$ cat src/hdl/uam_pkg.sv
package uam_pkg;

	// register byte offsets on the apb slave
	localparam logic [7:0] OFS_STATUS   = 8'h00;
	localparam logic [7:0] OFS_MASK     = 8'h04;
	localparam logic [7:0] OFS_SUMMARY  = 8'h08;
	localparam logic [7:0] OFS_LANES    = 8'h0c;
	localparam logic [7:0] OFS_CTRL     = 8'h10;
	localparam logic [7:0] OFS_IRQ_STAT = 8'h14;
	localparam logic [7:0] OFS_IRQ_MASK = 8'h18;
	localparam int         ADDR_W       = 8;

	// alarm bit positions, shared by status, mask and irq registers
	localparam int NUM_ALARMS  = 6;
	localparam int ALM_FIFO    = 0;
	localparam int ALM_PLL     = 1;
	localparam int ALM_LINK    = 2;
	localparam int ALM_REALIGN = 3;
	localparam int ALM_OSC     = 4;
	localparam int ALM_CLK     = 5;

	// control register fields
	localparam int CTRL_W          = 4;
	localparam int CTL_LINK_EN     = 0;
	localparam int CTL_PIN_ALARM   = 1;
	localparam int CTL_AUTO_REINIT = 2;
	localparam int CTL_SYNC_SRC    = 3;

	// reset values
	localparam logic [NUM_ALARMS-1:0] MASK_RST     = 6'h00;
	localparam logic [NUM_ALARMS-1:0] IRQ_MASK_RST = 6'h00;
	localparam logic [CTRL_W-1:0]     CTRL_RST     = 4'h0;

	// reinitialise pulse length, least time rounded up
	localparam int CLK_NS        = 10;
	localparam int REINIT_NS     = 100;
	localparam int REINIT_CYCLES = (REINIT_NS + CLK_NS - 1) / CLK_NS;
	localparam int RI_CNT_W      = $clog2(REINIT_CYCLES + 1);

	typedef enum {
		REG_NONE,
		REG_STATUS,
		REG_MASK,
		REG_SUMMARY,
		REG_LANES,
		REG_CTRL,
		REG_IRQ_STAT,
		REG_IRQ_MASK
	} uam_reg_e;

	typedef enum {
		RI_IDLE,
		RI_HOLD
	} uam_ri_e;

	function automatic uam_reg_e uam_decode(input logic [ADDR_W-1:0] addr);
		uam_reg_e r;
		r = REG_NONE;
		case (addr)
			OFS_STATUS:   r = REG_STATUS;
			OFS_MASK:     r = REG_MASK;
			OFS_SUMMARY:  r = REG_SUMMARY;
			OFS_LANES:    r = REG_LANES;
			OFS_CTRL:     r = REG_CTRL;
			OFS_IRQ_STAT: r = REG_IRQ_STAT;
			OFS_IRQ_MASK: r = REG_IRQ_MASK;
			default:      r = REG_NONE;
		endcase
		return r;
	endfunction

endpackage

$ cat src/hdl/uam_monitor.sv
// The APB interface to the registers and the placing of the registers were chosen for this implementation.
`timescale 1ns/1ps
`default_nettype none
// What this block does, and what the host must do
// each alarm type sets its own status bit, kept until host writes one
// serializer pll out of lock raises an alarm
// link enabled but transmitter not in data state raises an alarm
// reference pulse that realigns internal clocks raises an alarm
// summary alarm only from unmasked types; masked types still set status
// status pin set to alarm mode goes high while alarm indicated
// any cycle of oscillator accumulator mismatch sets sticky oscillator flag
// oscillator compare counts only after oscillators were synchronised
// host programs matching channel a and b frequency and phase words
// host follows the enable, program, sync, clear, monitor order
// host repeats sync, clear, monitor after word change or power-down
// any half-rate cycle of clock mismatch sets sticky clock flag
// host clears clock flag after leaving global power-down
// any lane buffer under or overflow sets buffer flag and lane flag
// per-lane flag goes to one for a lane with disturbed pointers
// auto reinit option resets serializers, buffers and link on buffer alarm
// link disabled holds link in reset, serializers down, clocks gated
// an event in the clearing cycle leaves the flag set
module uam_monitor
	import uam_pkg::*;
#(
	parameter int LANES  = 8,
	parameter int ACC_W  = 32,
	parameter int CLKS_W = 4
) (
	// clock, reset, enable
	input  wire logic              clk,
	input  wire logic              rst_n,
	input  wire logic              ce,
	// apb slave
	input  wire logic              psel,
	input  wire logic              penable,
	input  wire logic              pwrite,
	input  wire logic [ADDR_W-1:0] paddr,
	input  wire logic [31:0]       pwdata,
	output logic                   pready,
	output logic                   pslverr,
	output logic      [31:0]       prdata,
	// alarm sources
	input  wire logic              pll_locked,
	input  wire logic              link_in_data_state,
	input  wire logic              realign_pulse,
	input  wire logic              ref_pulse_sync,
	input  wire logic              lane_align_start,
	input  wire logic [ACC_W-1:0]  osc_acc_a,
	input  wire logic [ACC_W-1:0]  osc_acc_b,
	input  wire logic              half_clk_en,
	input  wire logic [CLKS_W-1:0] clks_a,
	input  wire logic [CLKS_W-1:0] clks_b,
	input  wire logic [LANES-1:0]  lane_buffer_err,
	input  wire logic              cal_status_in,
	// alarm indication
	output logic                   summary_alarm,
	output logic                   status_output_pin,
	output logic                   irq,
	// link section control
	output logic                   link_block_reset,
	output logic                   lane_buffer_reset,
	output logic                   serializer_reset,
	output logic                   serializer_powerdown,
	output logic                   link_clock_enable
);

	logic [NUM_ALARMS-1:0] alarm_status_bits;
	logic [LANES-1:0]      per_lane_buffer_flags;
	logic [NUM_ALARMS-1:0] alarm_mask;
	logic [NUM_ALARMS-1:0] irq_mask;
	logic [NUM_ALARMS-1:0] irq_stat;
	logic [CTRL_W-1:0]     ctrl;
	logic                  osc_valid;
	logic [LANES-1:0]      lane_err_q;
	uam_ri_e               ri_state;
	logic [RI_CNT_W-1:0]   ri_cnt;
	logic                  rd_ready;

	logic [NUM_ALARMS-1:0] next_alarm_mask;
	logic [NUM_ALARMS-1:0] next_irq_mask;
	logic [NUM_ALARMS-1:0] next_irq_stat;
	logic [CTRL_W-1:0]     next_ctrl;
	logic [31:0]           next_prdata;
	logic                  next_summary;
	logic                  next_pin;
	logic                  next_irq;
	logic                  next_osc_valid;
	uam_ri_e               next_ri_state;
	logic [RI_CNT_W-1:0]   next_ri_cnt;
	logic                  next_link_rst;
	logic                  next_ser_rst;
	logic                  next_ser_pd;
	logic                  next_clk_en;
	logic                  next_rd_ready;

	logic [NUM_ALARMS-1:0] alarm_event;
	logic [NUM_ALARMS-1:0] status_clr;
	logic [LANES-1:0]      lane_clr;
	logic                  link_enable;
	logic                  wr_acc;
	logic                  rd_acc;
	logic                  sync_event;
	logic                  buffer_err_rise;
	uam_reg_e              setup_sel;
	uam_reg_e              acc_sel;

	assign link_enable = ctrl[CTL_LINK_EN];

	// apb handshake: a read waits until its data is captured, ce low stalls the bus
	assign acc_sel   = uam_decode(paddr);
	assign setup_sel = uam_decode(paddr);
	assign pready    = ce & (pwrite | rd_ready);
	assign pslverr   = psel & penable & (acc_sel == REG_NONE);
	assign wr_acc    = pready & psel & penable & pwrite;
	assign rd_acc    = pready & psel & penable & ~pwrite;

	// alarm events, sampled every cycle as levels
	always_comb begin
		alarm_event              = '0;
		alarm_event[ALM_FIFO]    = |lane_buffer_err;
		alarm_event[ALM_PLL]     = ~pll_locked;
		alarm_event[ALM_LINK]    = link_enable & ~link_in_data_state;
		alarm_event[ALM_REALIGN] = realign_pulse;
		alarm_event[ALM_OSC]     = osc_valid & (osc_acc_a != osc_acc_b);
		alarm_event[ALM_CLK]     = half_clk_en & (clks_a != clks_b);
	end

	// write-one-to-clear strobes for the sticky flags
	always_comb begin
		status_clr = '0;
		lane_clr   = '0;
		if (wr_acc && acc_sel == REG_STATUS) begin
			status_clr = pwdata[NUM_ALARMS-1:0];
		end
		if (wr_acc && acc_sel == REG_LANES) begin
			lane_clr = pwdata[LANES-1:0];
		end
	end

	uam_sticky #(
		.W (NUM_ALARMS)
	) u_status (
		.clk   (clk),
		.rst_n (rst_n),
		.ce    (ce),
		.set   (alarm_event),
		.clr   (status_clr),
		.q     (alarm_status_bits)
	);

	uam_sticky #(
		.W (LANES)
	) u_lanes (
		.clk   (clk),
		.rst_n (rst_n),
		.ce    (ce),
		.set   (lane_buffer_err),
		.clr   (lane_clr),
		.q     (per_lane_buffer_flags)
	);

	// register file and indication outputs
	always_comb begin
		next_ctrl      = ctrl;
		next_alarm_mask = alarm_mask;
		next_irq_mask  = irq_mask;
		next_prdata    = prdata;
		if (wr_acc) begin
			unique case (acc_sel)
				REG_CTRL:     next_ctrl       = pwdata[CTRL_W-1:0];
				REG_MASK:     next_alarm_mask = pwdata[NUM_ALARMS-1:0];
				REG_IRQ_MASK: next_irq_mask   = pwdata[NUM_ALARMS-1:0];
				default:      next_ctrl       = ctrl;
			endcase
		end
		// read data leaves a flop: captured in setup, or in access if ce stalled setup
		if (psel && !pwrite && !rd_ready) begin
			next_prdata = '0;
			unique case (setup_sel)
				REG_STATUS:   next_prdata[NUM_ALARMS-1:0] = alarm_status_bits;
				REG_MASK:     next_prdata[NUM_ALARMS-1:0] = alarm_mask;
				REG_SUMMARY:  next_prdata[0]              = summary_alarm;
				REG_LANES:    next_prdata[LANES-1:0]      = per_lane_buffer_flags;
				REG_CTRL:     next_prdata[CTRL_W-1:0]     = ctrl;
				REG_IRQ_STAT: next_prdata[NUM_ALARMS-1:0] = irq_stat;
				REG_IRQ_MASK: next_prdata[NUM_ALARMS-1:0] = irq_mask;
				REG_NONE:     next_prdata                 = '0;
			endcase
		end
		// read clears only the bits it returned, so a later event is not lost
		next_irq_stat = irq_stat;
		if (rd_acc && acc_sel == REG_IRQ_STAT) begin
			next_irq_stat = irq_stat & ~prdata[NUM_ALARMS-1:0];
		end
		next_rd_ready = rd_ready ? ~rd_acc : (psel & ~pwrite);
		next_irq_stat = next_irq_stat | alarm_event;
		next_irq      = |(irq_stat & irq_mask);
		next_summary  = |(alarm_status_bits & ~alarm_mask);
		next_pin      = ctrl[CTL_PIN_ALARM] ? summary_alarm : cal_status_in;
	end

	always_ff @(posedge clk or negedge rst_n) begin
		if (!rst_n) begin
			ctrl              <= CTRL_RST;
			alarm_mask        <= MASK_RST;
			irq_mask          <= IRQ_MASK_RST;
			irq_stat          <= '0;
			prdata            <= '0;
			summary_alarm     <= 1'b0;
			status_output_pin <= 1'b0;
			irq               <= 1'b0;
			rd_ready          <= 1'b0;
		end else if (ce) begin
			ctrl              <= next_ctrl;
			alarm_mask        <= next_alarm_mask;
			irq_mask          <= next_irq_mask;
			irq_stat          <= next_irq_stat;
			prdata            <= next_prdata;
			summary_alarm     <= next_summary;
			status_output_pin <= next_pin;
			irq               <= next_irq;
			rd_ready          <= next_rd_ready;
		end
	end

	// oscillator sync tracking and link section control
	assign sync_event      = ctrl[CTL_SYNC_SRC] ? lane_align_start : ref_pulse_sync;
	assign buffer_err_rise = |(lane_buffer_err & ~lane_err_q);

	always_comb begin
		next_osc_valid = osc_valid;
		// a disabled link restarts the oscillators, so they need a new sync
		if (!link_enable) begin
			next_osc_valid = 1'b0;
		end else if (sync_event) begin
			next_osc_valid = 1'b1;
		end
		next_ri_state = ri_state;
		next_ri_cnt   = ri_cnt;
		unique case (ri_state)
			RI_IDLE: begin
				if (link_enable && ctrl[CTL_AUTO_REINIT] && buffer_err_rise) begin
					next_ri_state = RI_HOLD;
					next_ri_cnt   = RI_CNT_W'(REINIT_CYCLES - 1);
				end
			end
			RI_HOLD: begin
				if (ri_cnt == '0) begin
					next_ri_state = RI_IDLE;
				end else begin
					next_ri_cnt = ri_cnt - 1'b1;
				end
			end
		endcase
		next_link_rst = ~link_enable | (next_ri_state == RI_HOLD);
		next_ser_rst  = next_ri_state == RI_HOLD;
		next_ser_pd   = ~link_enable;
		next_clk_en   = link_enable;
	end

	always_ff @(posedge clk or negedge rst_n) begin
		if (!rst_n) begin
			osc_valid            <= 1'b0;
			lane_err_q           <= '0;
			ri_state             <= RI_IDLE;
			ri_cnt               <= '0;
			link_block_reset     <= 1'b1;
			lane_buffer_reset    <= 1'b1;
			serializer_reset     <= 1'b0;
			serializer_powerdown <= 1'b1;
			link_clock_enable    <= 1'b0;
		end else if (ce) begin
			osc_valid            <= next_osc_valid;
			lane_err_q           <= lane_buffer_err;
			ri_state             <= next_ri_state;
			ri_cnt               <= next_ri_cnt;
			link_block_reset     <= next_link_rst;
			lane_buffer_reset    <= next_link_rst;
			serializer_reset     <= next_ser_rst;
			serializer_powerdown <= next_ser_pd;
			link_clock_enable    <= next_clk_en;
		end
	end
endmodule
`default_nettype wire

$ cat src/hdl/uam_sticky.sv
`timescale 1ns/1ps
`default_nettype none
module uam_sticky #(
	parameter int W = 1
) (
	// clock, reset, enable
	input  wire logic         clk,
	input  wire logic         rst_n,
	input  wire logic         ce,
	// per-bit set and clear
	input  wire logic [W-1:0] set,
	input  wire logic [W-1:0] clr,
	// flags
	output var  logic [W-1:0] q
);

	genvar i;
	generate
		for (i = 0; i < W; i++) begin : g_bit
			logic next_bit;
			// set beats a clear in the same cycle so no event is lost
			always_comb begin
				next_bit = set[i] | (q[i] & ~clr[i]);
			end
			always_ff @(posedge clk or negedge rst_n) begin
				if (!rst_n) begin
					q[i] <= 1'b0;
				end else if (ce) begin
					q[i] <= next_bit;
				end
			end
		end
	endgenerate

endmodule
`default_nettype wire

$ cat config.mk
export PLATFORM = sky130hd
export DESIGN_NAME = uam_monitor
export DESIGN_NICKNAME = d
export VERILOG_FILES = /design/src/hdl/uam_pkg.sv /design/src/hdl/uam_monitor.sv /design/src/hdl/uam_sticky.sv
export SDC_FILE = /design/constraint.sdc
export NUM_CORES = 1
export LEC_CHECK = 0
export BUFFER_PORTS_ARGS = -buffer_cell sky130_fd_sc_hd__buf_2
export CAP_MARGIN = 20
export CELL_PAD_IN_SITES_DETAIL_PLACEMENT = 2
export CELL_PAD_IN_SITES_GLOBAL_PLACEMENT = 2
export CORE_MARGIN = 2
export CORE_UTILIZATION = 33
export CTS_CLUSTER_SIZE = 28
export DETAILED_ROUTE_END_ITERATION = 10
export PLACE_DENSITY = 0.83
export SLEW_MARGIN = 25
export SYNTH_ARGS = -nofsm -noshare
export SYNTH_HDL_FRONTEND = slang
export SYNTH_SLANG_ARGS = --single-unit
$ cat constraint.sdc
create_clock -name clk -period 5.67 [get_ports clk]
set_input_delay 0.8505 -clock clk [delete_from_list [all_inputs] [get_ports clk]]
set_output_delay 0.8505 -clock clk [all_outputs]
set_load 0.02 [all_outputs]
==> flow_summary.json, run 1 <==
{
  "cts_buffers": 9,
  "crit_type": "in2out",
  "min_path_cells": 2,
  "vias": 4056,
  "antenna_found_initial": 0,
  "drt_wl_total_mm": 15.61,
  "yosys_warnings": 0,
  "hpwl_mm": 11.91,
  "overflow": 0,
  "status": "completed",
  "cts_resized": 0,
  "setup_tns_ns": 0,
  "reg2reg_depth": 7,
  "clkSlewWorstSetupHoldPaths_ns": 0.06,
  "rr_endpoint": "ri_state[5]$_DFFE_PN0P_",
  "layout.nets": 718,
  "hold_end": "prdata[7]$_DFFE_PN0P_",
  "cts_root_buf": "clkbuf_16",
  "synthCells": 464,
  "synth.distinct_cells": 55,
  "synth_top_area_share_pct": 48.19,
  "register_area_um2": 2430,
  "timing.fmax_mhz": 339.5,
  "powerDensity_nw_per_um2": 246.7,
  "max_cap_violations": 0,
  "track_usage_pct": 20.48,
  "routedWlPerCell_um": 20.23,
  "critPathArrivalTime_ns": 2.10,
  "required_ns": 4.82,
  "worstReg2RegStart": "ri_cnt[0]$_DFFE_PN0P_",
  "port-buffer-count": 126,
  "yosysMostFrequentCell": "dfrtp_1",
  "grt_pass1_wl_mm": 25.23,
  "ys_seq_elements": 97,
  "drtIter0Drc": 185,
  "num_rows": 44,
  "fp.dieW_um": 126.3,
  "drc": 0,
  "relSlewSlack_pct": 35.36,
  "ys_seq_area_share_pct": 49.25,
  "skew_ns": 0.01159,
  "layout-drive-gt1-share_pct": 28.91,
  "numClockSinks": 97,
  "critPathMaxFanout": 38,
  "power.leakage_nw": 2.785,
  "initial_core_util_pct": 33.82,
  "syn_area_per_cell_um2": 10.63,
  "avgViaCountPerCell": 5.254,
  "holdBufCountCts": 0,
  "ys_top_cells_by_area": "dfrtp_1 48%, xnor2_1 6.6%, mux2_2 5.0%",
  "synth_edf_count": 0,
  "period_share_pct": 51.95,
  "setup_viol": 0,
  "grt_max_degree": 51,
  "hold_viol": 0,
  "ir_drop_uv": 194.3,
  "synth-main-ff-cell": "dfrtp_1",
  "worstMarginPinSlew_ns": 0.9614,
  "post_cts_buffers": 0,
  "tritoncts": "yes",
  "start_kind": "input port",
  "htree_levels": 3,
  "grt_pass1_vias": 4625,
  "antennaDiodeCount": 0,
  "worstSetupEndpointType": "output pin",
  "yosys-top-cells-count": "95 x dfrtp_1, 42 x nand2_1, 37 x xnor2_1",
  "final-max-slew-violation-count": 0,
  "clk_path_buf_depth": 2,
  "area_delta_synth_final_pct": 19.43,
  "min-delay-start": "prdata[7]$_DFFE_PN0P_",
  "dieArea_um2": 15940,
  "async_flop_share_pct": 100.0,
  "num_io_pins": 175,
  "route.antenna.remaining_nets": 0,
  "dr.pass1.iters": 4,
  "min_path_type": "reg2reg",
  "r2r_setup_slack_ns": 3.22,
  "rsz0062_at_grt": "false",
  "syn_area_um2": 4933,
  "nFillCells": 1595,
  "design.core.area_um2": 14590,
  "place.gp.congestion": 0.7902,
  "min_period_ns": 2.946,
  "multi_input_area_um2": 2248,
  "fin_util_pct": 40.39,
  "synth_area_leader_cell": "dfrtp_1",
  "clock_latency_ns": 0.36,
  "die_height_um": 126.3
}
power breakdown:
group / total [W] / internal [W] / switching (W)
clock: 0.000580 / 0.000320 / 0.000260
combinational: 0.000161 / 0.0000653 / 0.0000957
sequential: 0.000713 / 0.000704 / 0.00000902
worst max-delay path, stage by stage:
cell and delay [ns]:
buf_2 0.08, buf_4 0.38, inv_1 0.40, nor2_1 0.18, buf_2 0.17
per-stage QoR:
stage | power, W | area [um2] | cells | setup WS (ns) | hold slack (ns)
6_report | 0.001454 | 5892 | 772 | 2.724 | 0.4773
5_1_grt | 0.001517 | 5892 | 772 | 2.626 | 0.5031
4_1_cts | 0.001472 | 5884 | 772 | 2.703 | 0.4844
3_5_place_dp | 0.0008882 | 5609 | 756 | 2.626 | 0.4655
3_3_place_gp | 0.0008777 | 5609 | 756 | 2.656 | 0.4580
2_1_floorplan | 0.0008131 | 5020 | 487 | 3.081 | 0.4483
how the worst max path moves through the flow:
stage | start | endpoint | slack, ns | depth (start not counted)
CTS | ce | pready | 2.70 | 5
finish | ce | pready | 2.72 | 5
floorplan | ce | pready | 3.08 | 4
detailed placement | ce | prdata[2]$_DFFE_PN0P_ | 2.63 | 6
global placement | ce | prdata[2]$_DFFE_PN0P_ | 2.66 | 6
global route | ce | pready | 2.63 | 5
sequential cells by signal, summed over array words and instances, names as in the netlist, 6 cells and up:
| register | cells |
|---|---|
| u_lanes.q | 8 |
| ri_state | 32 |
| alarm_mask | 6 |
| irq_stat | 6 |
| irq_mask | 6 |
| u_status.q | 6 |
| lane_err_q | 8 |
| prdata | 8 |
layout make-up:
cell class / count / area share, %
Sequential cell: 97 / 41.24
Multi-Input combinational cell: 331 / 38.16
Timing Repair Buffer: 128 / 11.00
Clock buffer: 13 / 4.417
Tap cell: 184 / 3.907
Inverter: 16 / 1.019
Clock inverter: 3 / 0.2548
cells by family after synthesis:
| logic type | synth area share [%] |
|---|---|
| fa+ha+maj | 0.5071 |
| flops | 49.25 |
| xor+xnor | 6.569 |
| simple gates | 17.27 |
| buf+inv | 7.076 |
| mux | 6.797 |
| other cells | 0.07601 |
| compound gates | 12.45 |
layer usage:
layer / vias up / global-route usage [%] / wire (um)
met5: - / 0 / 0
met4: 0 / 5.818 / 272
met3: 24 / 5.438 / 740
met2: 108 / 36.94 / 8374
met1: 2093 / 23.92 / 6227
li1: 1831 / - / -
cell usage in the layout (no fill, tap or decap), drive strengths merged, types with 3 or more instances in the layout:
cell type	netlist	routed
a21o	11	11
a22o	12	12
a31oi	3	3
dfrtp	95	95
nand4	11	11
buf	35	128
a21oi	8	8
and2	36	36
nor2	15	15
clkinv	0	3
clkbuf	8	13
nand2b	5	5
nor3b	3	3
o21ai	5	5
xnor2	37	37
nor3	5	5
o22ai	5	5
a22oi	14	14
mux2	28	28
nor4	15	15
conb	1	24
o2111ai	3	3
a211oi	3	3
o31ai	3	3
nand3	12	12
nand2	42	42
inv	16	16
No activity file was read; power rests on OpenSTA's default activity.
==> inputs of run 2 (changes only) <==
--- a/config.mk
+++ b/config.mk
@@ -5,15 +5,16 @@
 export SDC_FILE = /design/constraint.sdc
 export NUM_CORES = 1
 export LEC_CHECK = 0
+export ABC_AREA = 1
 export BUFFER_PORTS_ARGS = -buffer_cell sky130_fd_sc_hd__buf_2
 export CAP_MARGIN = 20
 export CELL_PAD_IN_SITES_DETAIL_PLACEMENT = 2
 export CELL_PAD_IN_SITES_GLOBAL_PLACEMENT = 2
 export CORE_MARGIN = 2
-export CORE_UTILIZATION = 33
+export CORE_UTILIZATION = 28
 export CTS_CLUSTER_SIZE = 28
 export DETAILED_ROUTE_END_ITERATION = 10
-export PLACE_DENSITY = 0.83
+export PLACE_DENSITY = 0.77
 export SLEW_MARGIN = 25
 export SYNTH_ARGS = -nofsm -noshare
 export SYNTH_HDL_FRONTEND = slang
==> constraint.sdc (replaced) <==
create_clock -name clk -period 2.75 [get_ports clk]
set_input_delay 0.4125 -clock clk [delete_from_list [all_inputs] [get_ports clk]]
set_output_delay 0.4125 -clock clk [all_outputs]
set_load 0.02 [all_outputs]
==> run 2 against run 1 <==
Clock skew shrank 0.0032 ns. Non-clock buffer count increased by 5. Wire length rose by 7.6%. Cell count rose by 32%. Synthesized cell count grew 42%. Combinational power grew to 2.8 times the previous value. Clock power up 120%. Flip-flop and latch count did not move. Critical path depth rose by 3. Sequential power is 110% higher. Critical endpoint is now pslverr.
==> flow_summary.json, run 2 <==
{
  "avgViaCountPerCell": 4.632,
  "async_flop_share_pct": 100.0,
  "layout-drive-gt1-share_pct": 22.19,
  "htree_levels": 3,
  "switching_share_pct": 27.71,
  "combPwrFrac_pct": 13.8,
  "post_cts_buffers": 0,
  "fp.dieW_um": 140.4,
  "synth_top_area_share_pct": 45.66,
  "routedWlPerCell_um": 16.44,
  "power.leakage_nw": 3.164,
  "powerDensity_nw_per_um2": 513.4,
  "yosysMostFrequentCell": "nand2_1",
  "final_common_cell": "nand2_1",
  "fin_util_pct": 34.98,
  "hold_viol": 0,
  "drtIter0Drc": 141,
  "min_path_type": "in2async",
  "synth.distinct_cells": 37,
  "route.antenna.remaining_nets": 0,
  "dr.pass1.iters": 4,
  "crit_type": "in2out",
  "max_cap_violations": 0,
  "yosys_warnings": 0,
  "rsz0062_at_grt": "false",
  "p_switching_w": 0.0008999,
  "status": "completed",
  "grt_max_degree": 98,
  "reg2reg_depth": 5,
  "required_ns": 2.34,
  "worstReg2RegStart": "rd_ready$_DFFE_PN0P_",
  "r2r_setup_slack_ns": 1.02,
  "finalNonFillerCells": 1022,
  "worst_path_most_repeated_cell": "nor2_1",
  "antennaDiodeCount": 0,
  "clock_latency_ns": 0.36,
  "grt_pass1_wl_mm": 28.09,
  "clk_path_buf_depth": 2,
  "track_usage_pct": 18.03,
  "grt_pass1_vias": 5391,
  "dieArea_um2": 19700,
  "placed_cells": 1006,
  "p_int_w": 0.002348,
  "p_seq_share_pct": 46.3,
  "min_period_ns": 2.034,
  "die_height_um": 140.4,
  "clock_power_share_pct": 40.0,
  "yosys-top-cells-count": "184 x nand2_1, 95 x dfrtp_1, 77 x nor2_1",
  "hpwl_mm": 13.22,
  "overflow": 0,
  "relSlewSlack_pct": 59.20,
  "nFillCells": 2139,
  "initial_core_util_pct": 28.79,
  "holdBufCountCts": 0,
  "synthCells": 659,
  "skew_ns": 0.008383,
  "largest_reg_flops": 32,
  "worst_path_max_delay_cell": "nor2_1",
  "cts_root_buf": "clkbuf_16",
  "num_io_pins": 175,
  "total_power_w": 0.003248,
  "synth_edf_count": 0,
  "drc": 0,
  "ys_seq_elements": 97,
  "antenna_found_initial": 0,
  "synth_area_leader_cell": "dfrtp_1",
  "final-max-slew-violation-count": 0,
  "syn_area_per_cell_um2": 7.900,
  "critical_path.cell_chain": "buf_2 -> nor2_1 -> nand3_1 -> nor2_1 -> inv_1 -> nand4_1 -> nor2_1 -> buf_2",
  "top_register": "ri_state",
  "ir_drop_uv": 288.2,
  "tritoncts": "yes",
  "area_delta_synth_final_pct": 21.51,
  "design.core.area_um2": 18090,
  "start_kind": "input port",
  "layout.nets": 923,
  "slowest_delay_ns": 0.37,
  "place.gp.congestion": 0.8481,
  "syn_area_um2": 5206,
  "worstSetupEndpointType": "output pin",
  "drt_wl_total_mm": 16.80,
  "final_cell_mix": "184 x nand2_1, 125 x buf_2, 95 x dfrtp_1",
  "numClockSinks": 97,
  "synth-main-ff-cell": "dfrtp_1",
  "rr_endpoint": "alarm_mask[4]$_DFFE_PN0P_",
  "critPathMaxFanout": 5,
  "placed_cell_area_um2": 6025,
  "ys_top_cells_by_area": "dfrtp_1 46%, nand2_1 13%, nor2_1 5.6%",
  "fin_area_um2": 6326,
  "clkSlewWorstSetupHoldPaths_ns": 0.07,
  "ys_seq_area_share_pct": 46.67,
  "setup_tns_ns": 0,
  "worstMarginPinSlew_ns": 0.6074,
  "period_share_pct": 73.96,
  "timing.fmax_mhz": 491.7,
  "port-buffer-count": 126,
  "critPathArrivalTime_ns": 1.62,
  "cts_resized": 0,
  "vias": 4734,
  "cts_buffers": 9,
  "num_rows": 49,
  "setup_viol": 0
}
[run 2: logic make-up after synthesis]
group | after synthesis | synth area share (%)
flops | 97 | 46.67
mux | 1 | 0.1923
buf+inv | 111 | 10.12
simple gates | 311 | 24.75
other cells | 1 | 0.07203
compound gates | 103 | 12.16
fa+ha+maj | 2 | 0.4806
xor+xnor | 33 | 5.552
[run 2: layer usage]
layer / vias to the layer above / track usage [%] / routed length, um
li1: 2288 / - / -
met4: 0 / 4.359 / 267
met3: 21 / 4.000 / 548
met1: 2355 / 21.03 / 6894
met5: - / 0 / 0
met2: 70 / 33.51 / 9086
[run 2: how the worst max path moves through the flow]
| stage | slack [ns] | cells past startpoint | from | end |
|---|---|---|---|---|
| floorplan | 1.15 | 6 | paddr[0] | pslverr |
| global placement | 0.72 | 8 | paddr[3] | pslverr |
| detailed placement | 0.69 | 9 | paddr[5] | u_lanes.q[4]$_DFFE_PN0P_ |
| CTS | 0.70 | 8 | paddr[3] | pslverr |
| global route | 0.54 | 8 | paddr[7] | pslverr |
| finish | 0.72 | 8 | paddr[3] | pslverr |
[run 2: power by group through the flow]
stage / clock [W] / sequential (W) / combinational (W)
2_1_floorplan: 0 / 0.00155 / 0.000237
3_3_place_gp: 0 / 0.00153 / 0.000428
3_5_place_dp: 0 / 0.00153 / 0.000450
4_1_cts: 0.00134 / 0.00150 / 0.000457
5_1_grt: 0.00141 / 0.00151 / 0.000502
6_report: 0.00130 / 0.00150 / 0.000447
[run 2: final cells by class]
cell class | count | area, um2 | share of cell area, %
Tap cell | 229 | 286.5 | 4.529
Sequential cell | 97 | 2430 | 38.41
Clock inverter | 7 | 76.32 | 1.206
Multi-Input combinational cell | 474 | 2336 | 36.93
Inverter | 73 | 274.0 | 4.331
Clock buffer | 9 | 225.2 | 3.560
Timing Repair Buffer | 133 | 698.2 | 11.04
[run 2: metrics by stage]
step                      hold slack [ns]  worst slack, ns
after floorplan                    0.1169            1.148
after global routing               0.1412           0.5370
after global placement             0.4593           0.7196
final                             0.07826           0.7161
after CTS                          0.1258           0.6992
after detailed placement           0.4672           0.6882
[run 2: critical path, delay by kind of cell]
family        cells  cell delay (ns)
simple gates      5             0.81
buf+inv           3             0.40
==> inputs of run 3 (changes only) <==
==> constraint.sdc (replaced) <==
create_clock -name clk -period 1.9 [get_ports clk]
set_input_delay 0.285 -clock clk [delete_from_list [all_inputs] [get_ports clk]]
set_output_delay 0.285 -clock clk [all_outputs]
set_load 0.02 [all_outputs]
==> run 3 against run 2 <==
Sequential share of layout area shrank 0.64 points. Final area grew 1.7%. Via count up 2.1%. Critical path type is now reg2reg. Largest cell class unchanged. Highest routed layer unchanged.
==> flow_summary.json, run 3 (synthesis results as in run 2) <==
{
  "start_kind": "register",
  "largest_reg_flops": 32,
  "worst_path_max_delay_cell": "dfrtp_1",
  "required_ns": 2.19,
  "hpwl_mm": 13.80,
  "rr_endpoint": "ri_cnt[2]$_DFFE_PN0P_",
  "final-max-slew-violation-count": 0,
  "powerDensity_nw_per_um2": 730.3,
  "worst-path-buf-inv": 1,
  "fin_util_pct": 35.57,
  "clkSlewWorstSetupHoldPaths_ns": 0.07,
  "cts_resized": 0,
  "grt_pass1_vias": 5600,
  "design.core.area_um2": 18090,
  "final_common_cell": "nand2_1",
  "htree_levels": 3,
  "skew_ns": 0.009448,
  "routedWlPerCell_um": 16.71,
  "multi_input_area_um2": 2336,
  "die_height_um": 140.4,
  "setup_tns_ns": 0,
  "status": "completed",
  "reg2reg_depth": 7,
  "num_rows": 49,
  "track_usage_pct": 18.62,
  "area_delta_synth_final_pct": 23.55,
  "period_share_pct": 87.42,
  "clk_path_buf_depth": 2,
  "num_io_pins": 175,
  "dr.pass1.iters": 4,
  "hold_viol": 0,
  "final_cell_mix": "184 x nand2_1, 125 x buf_2, 95 x dfrtp_1",
  "worstSetupEndpointType": "register",
  "vias": 4832,
  "p_switching_w": 0.001258,
  "top_register": "ri_state",
  "min_path_cells": 3,
  "grt_pass1_wl_mm": 29.02,
  "avgViaCountPerCell": 4.664,
  "rsz0062_at_grt": "false",
  "layout-drive-gt1-share_pct": 22.98,
  "critPathMaxFanout": 4,
  "cts_root_buf": "clkbuf_16",
  "timing.fmax_mhz": 602.1,
  "numClockSinks": 97,
  "crit_type": "reg2reg",
  "route.antenna.remaining_nets": 0,
  "ir_drop_uv": 482.5,
  "initial_core_util_pct": 28.79,
  "clock_power_share_pct": 39.6,
  "antenna_found_initial": 1,
  "dieArea_um2": 19700,
  "r2r_setup_slack_ns": 0.24,
  "min_path_type": "in2reg",
  "register_area_um2": 2430,
  "combPwrFrac_pct": 14.0,
  "min-delay-start": "lane_buffer_err[6]",
  "place.gp.congestion": 0.8473,
  "fp.dieW_um": 140.4,
  "worstReg2RegStart": "ri_cnt[0]$_DFFE_PN0P_",
  "p_seq_share_pct": 46.4,
  "port-buffer-count": 126,
  "overflow": 0,
  "switching_share_pct": 26.78,
  "drtIter0Drc": 158,
  "drc": 0,
  "slowest_delay_ns": 0.40,
  "critical_path.cell_chain": "inv_1 -> ha_1 -> nor3b_1 -> nand3_1 -> nand3_1 -> nand2_1 -> nand2_1",
  "drt_wl_total_mm": 17.32,
  "layout.nets": 935,
  "cp_top_family": "simple AND/OR/NAND/NOR gates",
  "tritoncts": "yes",
  "power.leakage_nw": 3.228,
  "hold_end": "u_lanes.q[6]$_DFFE_PN0P_",
  "grt_max_degree": 37,
  "setup_viol": 0,
  "max_cap_violations": 0,
  "clock_latency_ns": 0.35,
  "cts_buffers": 9,
  "nFillCells": 2128,
  "p_int_w": 0.003440,
  "min_period_ns": 1.661,
  "critPathArrivalTime_ns": 1.95
}
run 3: worst max-delay path by stage:
| stage | cells past startpoint | from | slack [ns] | end |
|---|---|---|---|---|
| after floorplan | 5 | rd_ready$_DFFE_PN0P_ | 0.54 | irq_stat[4]$_DFFE_PN0P_ |
| after global placement | 7 | ce | 0.28 | irq_mask[2]$_DFFE_PN0P_ |
| after detailed placement | 8 | paddr[3] | 0.24 | u_status.q[4]$_DFFE_PN0P_ |
| after CTS | 7 | ri_cnt[0]$_DFFE_PN0P_ | 0.19 | ri_cnt[2]$_DFFE_PN0P_ |
| after global routing | 9 | ri_state[6]$_DFFE_PN0P_ | 0.05 | ri_cnt[2]$_DFFE_PN0P_ |
| final | 7 | ri_cnt[0]$_DFFE_PN0P_ | 0.24 | ri_cnt[2]$_DFFE_PN0P_ |
run 3: metal layers:
metal | vias to the layer above | share of wire, % | GRT usage [%]
li1 | 2318 | - | -
met1 | 2401 | 39 | 20.90
met2 | 86 | 56 | 35.29
met3 | 27 | 3.5 | 4.239
met4 | 0 | 2.0 | 4.944
met5 | - | 0 | 0
run 3: power groups by stage:
stage	Sequential [W]	Clock, W	Combinational [W]
final	0.00218	0.00186	0.000659
after global routing	0.00219	0.00202	0.000737
after CTS	0.00218	0.00192	0.000675
after detailed placement	0.00222	0	0.000667
after global placement	0.00222	0	0.000632
after floorplan	0.00225	0	0.000343
run 3: what timing repair did:
action	in CTS	in global routing
hold buffers	1	0
endpoints found under the hold margin	26	0
setup buffers	0	0
run 3: worst reg2reg max path, stage by stage (launching register included):
cell     delay [ns]
dfrtp_1        0.40
inv_1          0.12
ha_1           0.16
nor3b_1        0.33
nand3_1        0.22
nand3_1        0.21
nand2_1        0.09
nand2_1        0.08
run 3: stage by stage:
stage,setup WS [ns],area (um2),std cells,power (W),hold WS (ns)
2_1_floorplan,0.5422,5293,682,0.002590,-0.01059
3_3_place_gp,0.2786,6120,1017,0.002847,0.2608
3_5_place_dp,0.2416,6120,1017,0.002886,0.2648
5_1_grt,0.04513,6430,1035,0.004944,0.2060
4_1_cts,0.1921,6427,1034,0.004778,0.1904
6_report,0.2391,6432,1036,0.004697,0.2048
run 3: final cells by class:
| cell class | count | share of cell area (%) |
|---|---|---|
| clock buffers | 12 | 3.832 |
| flip-flops and latches | 97 | 37.77 |
| clock inverters | 4 | 0.7975 |
| diodes | 2 | 0.07781 |
| well taps | 229 | 4.454 |
| multi-input cells | 474 | 36.32 |
| inverters | 73 | 4.260 |
| repair buffers | 145 | 12.49 |
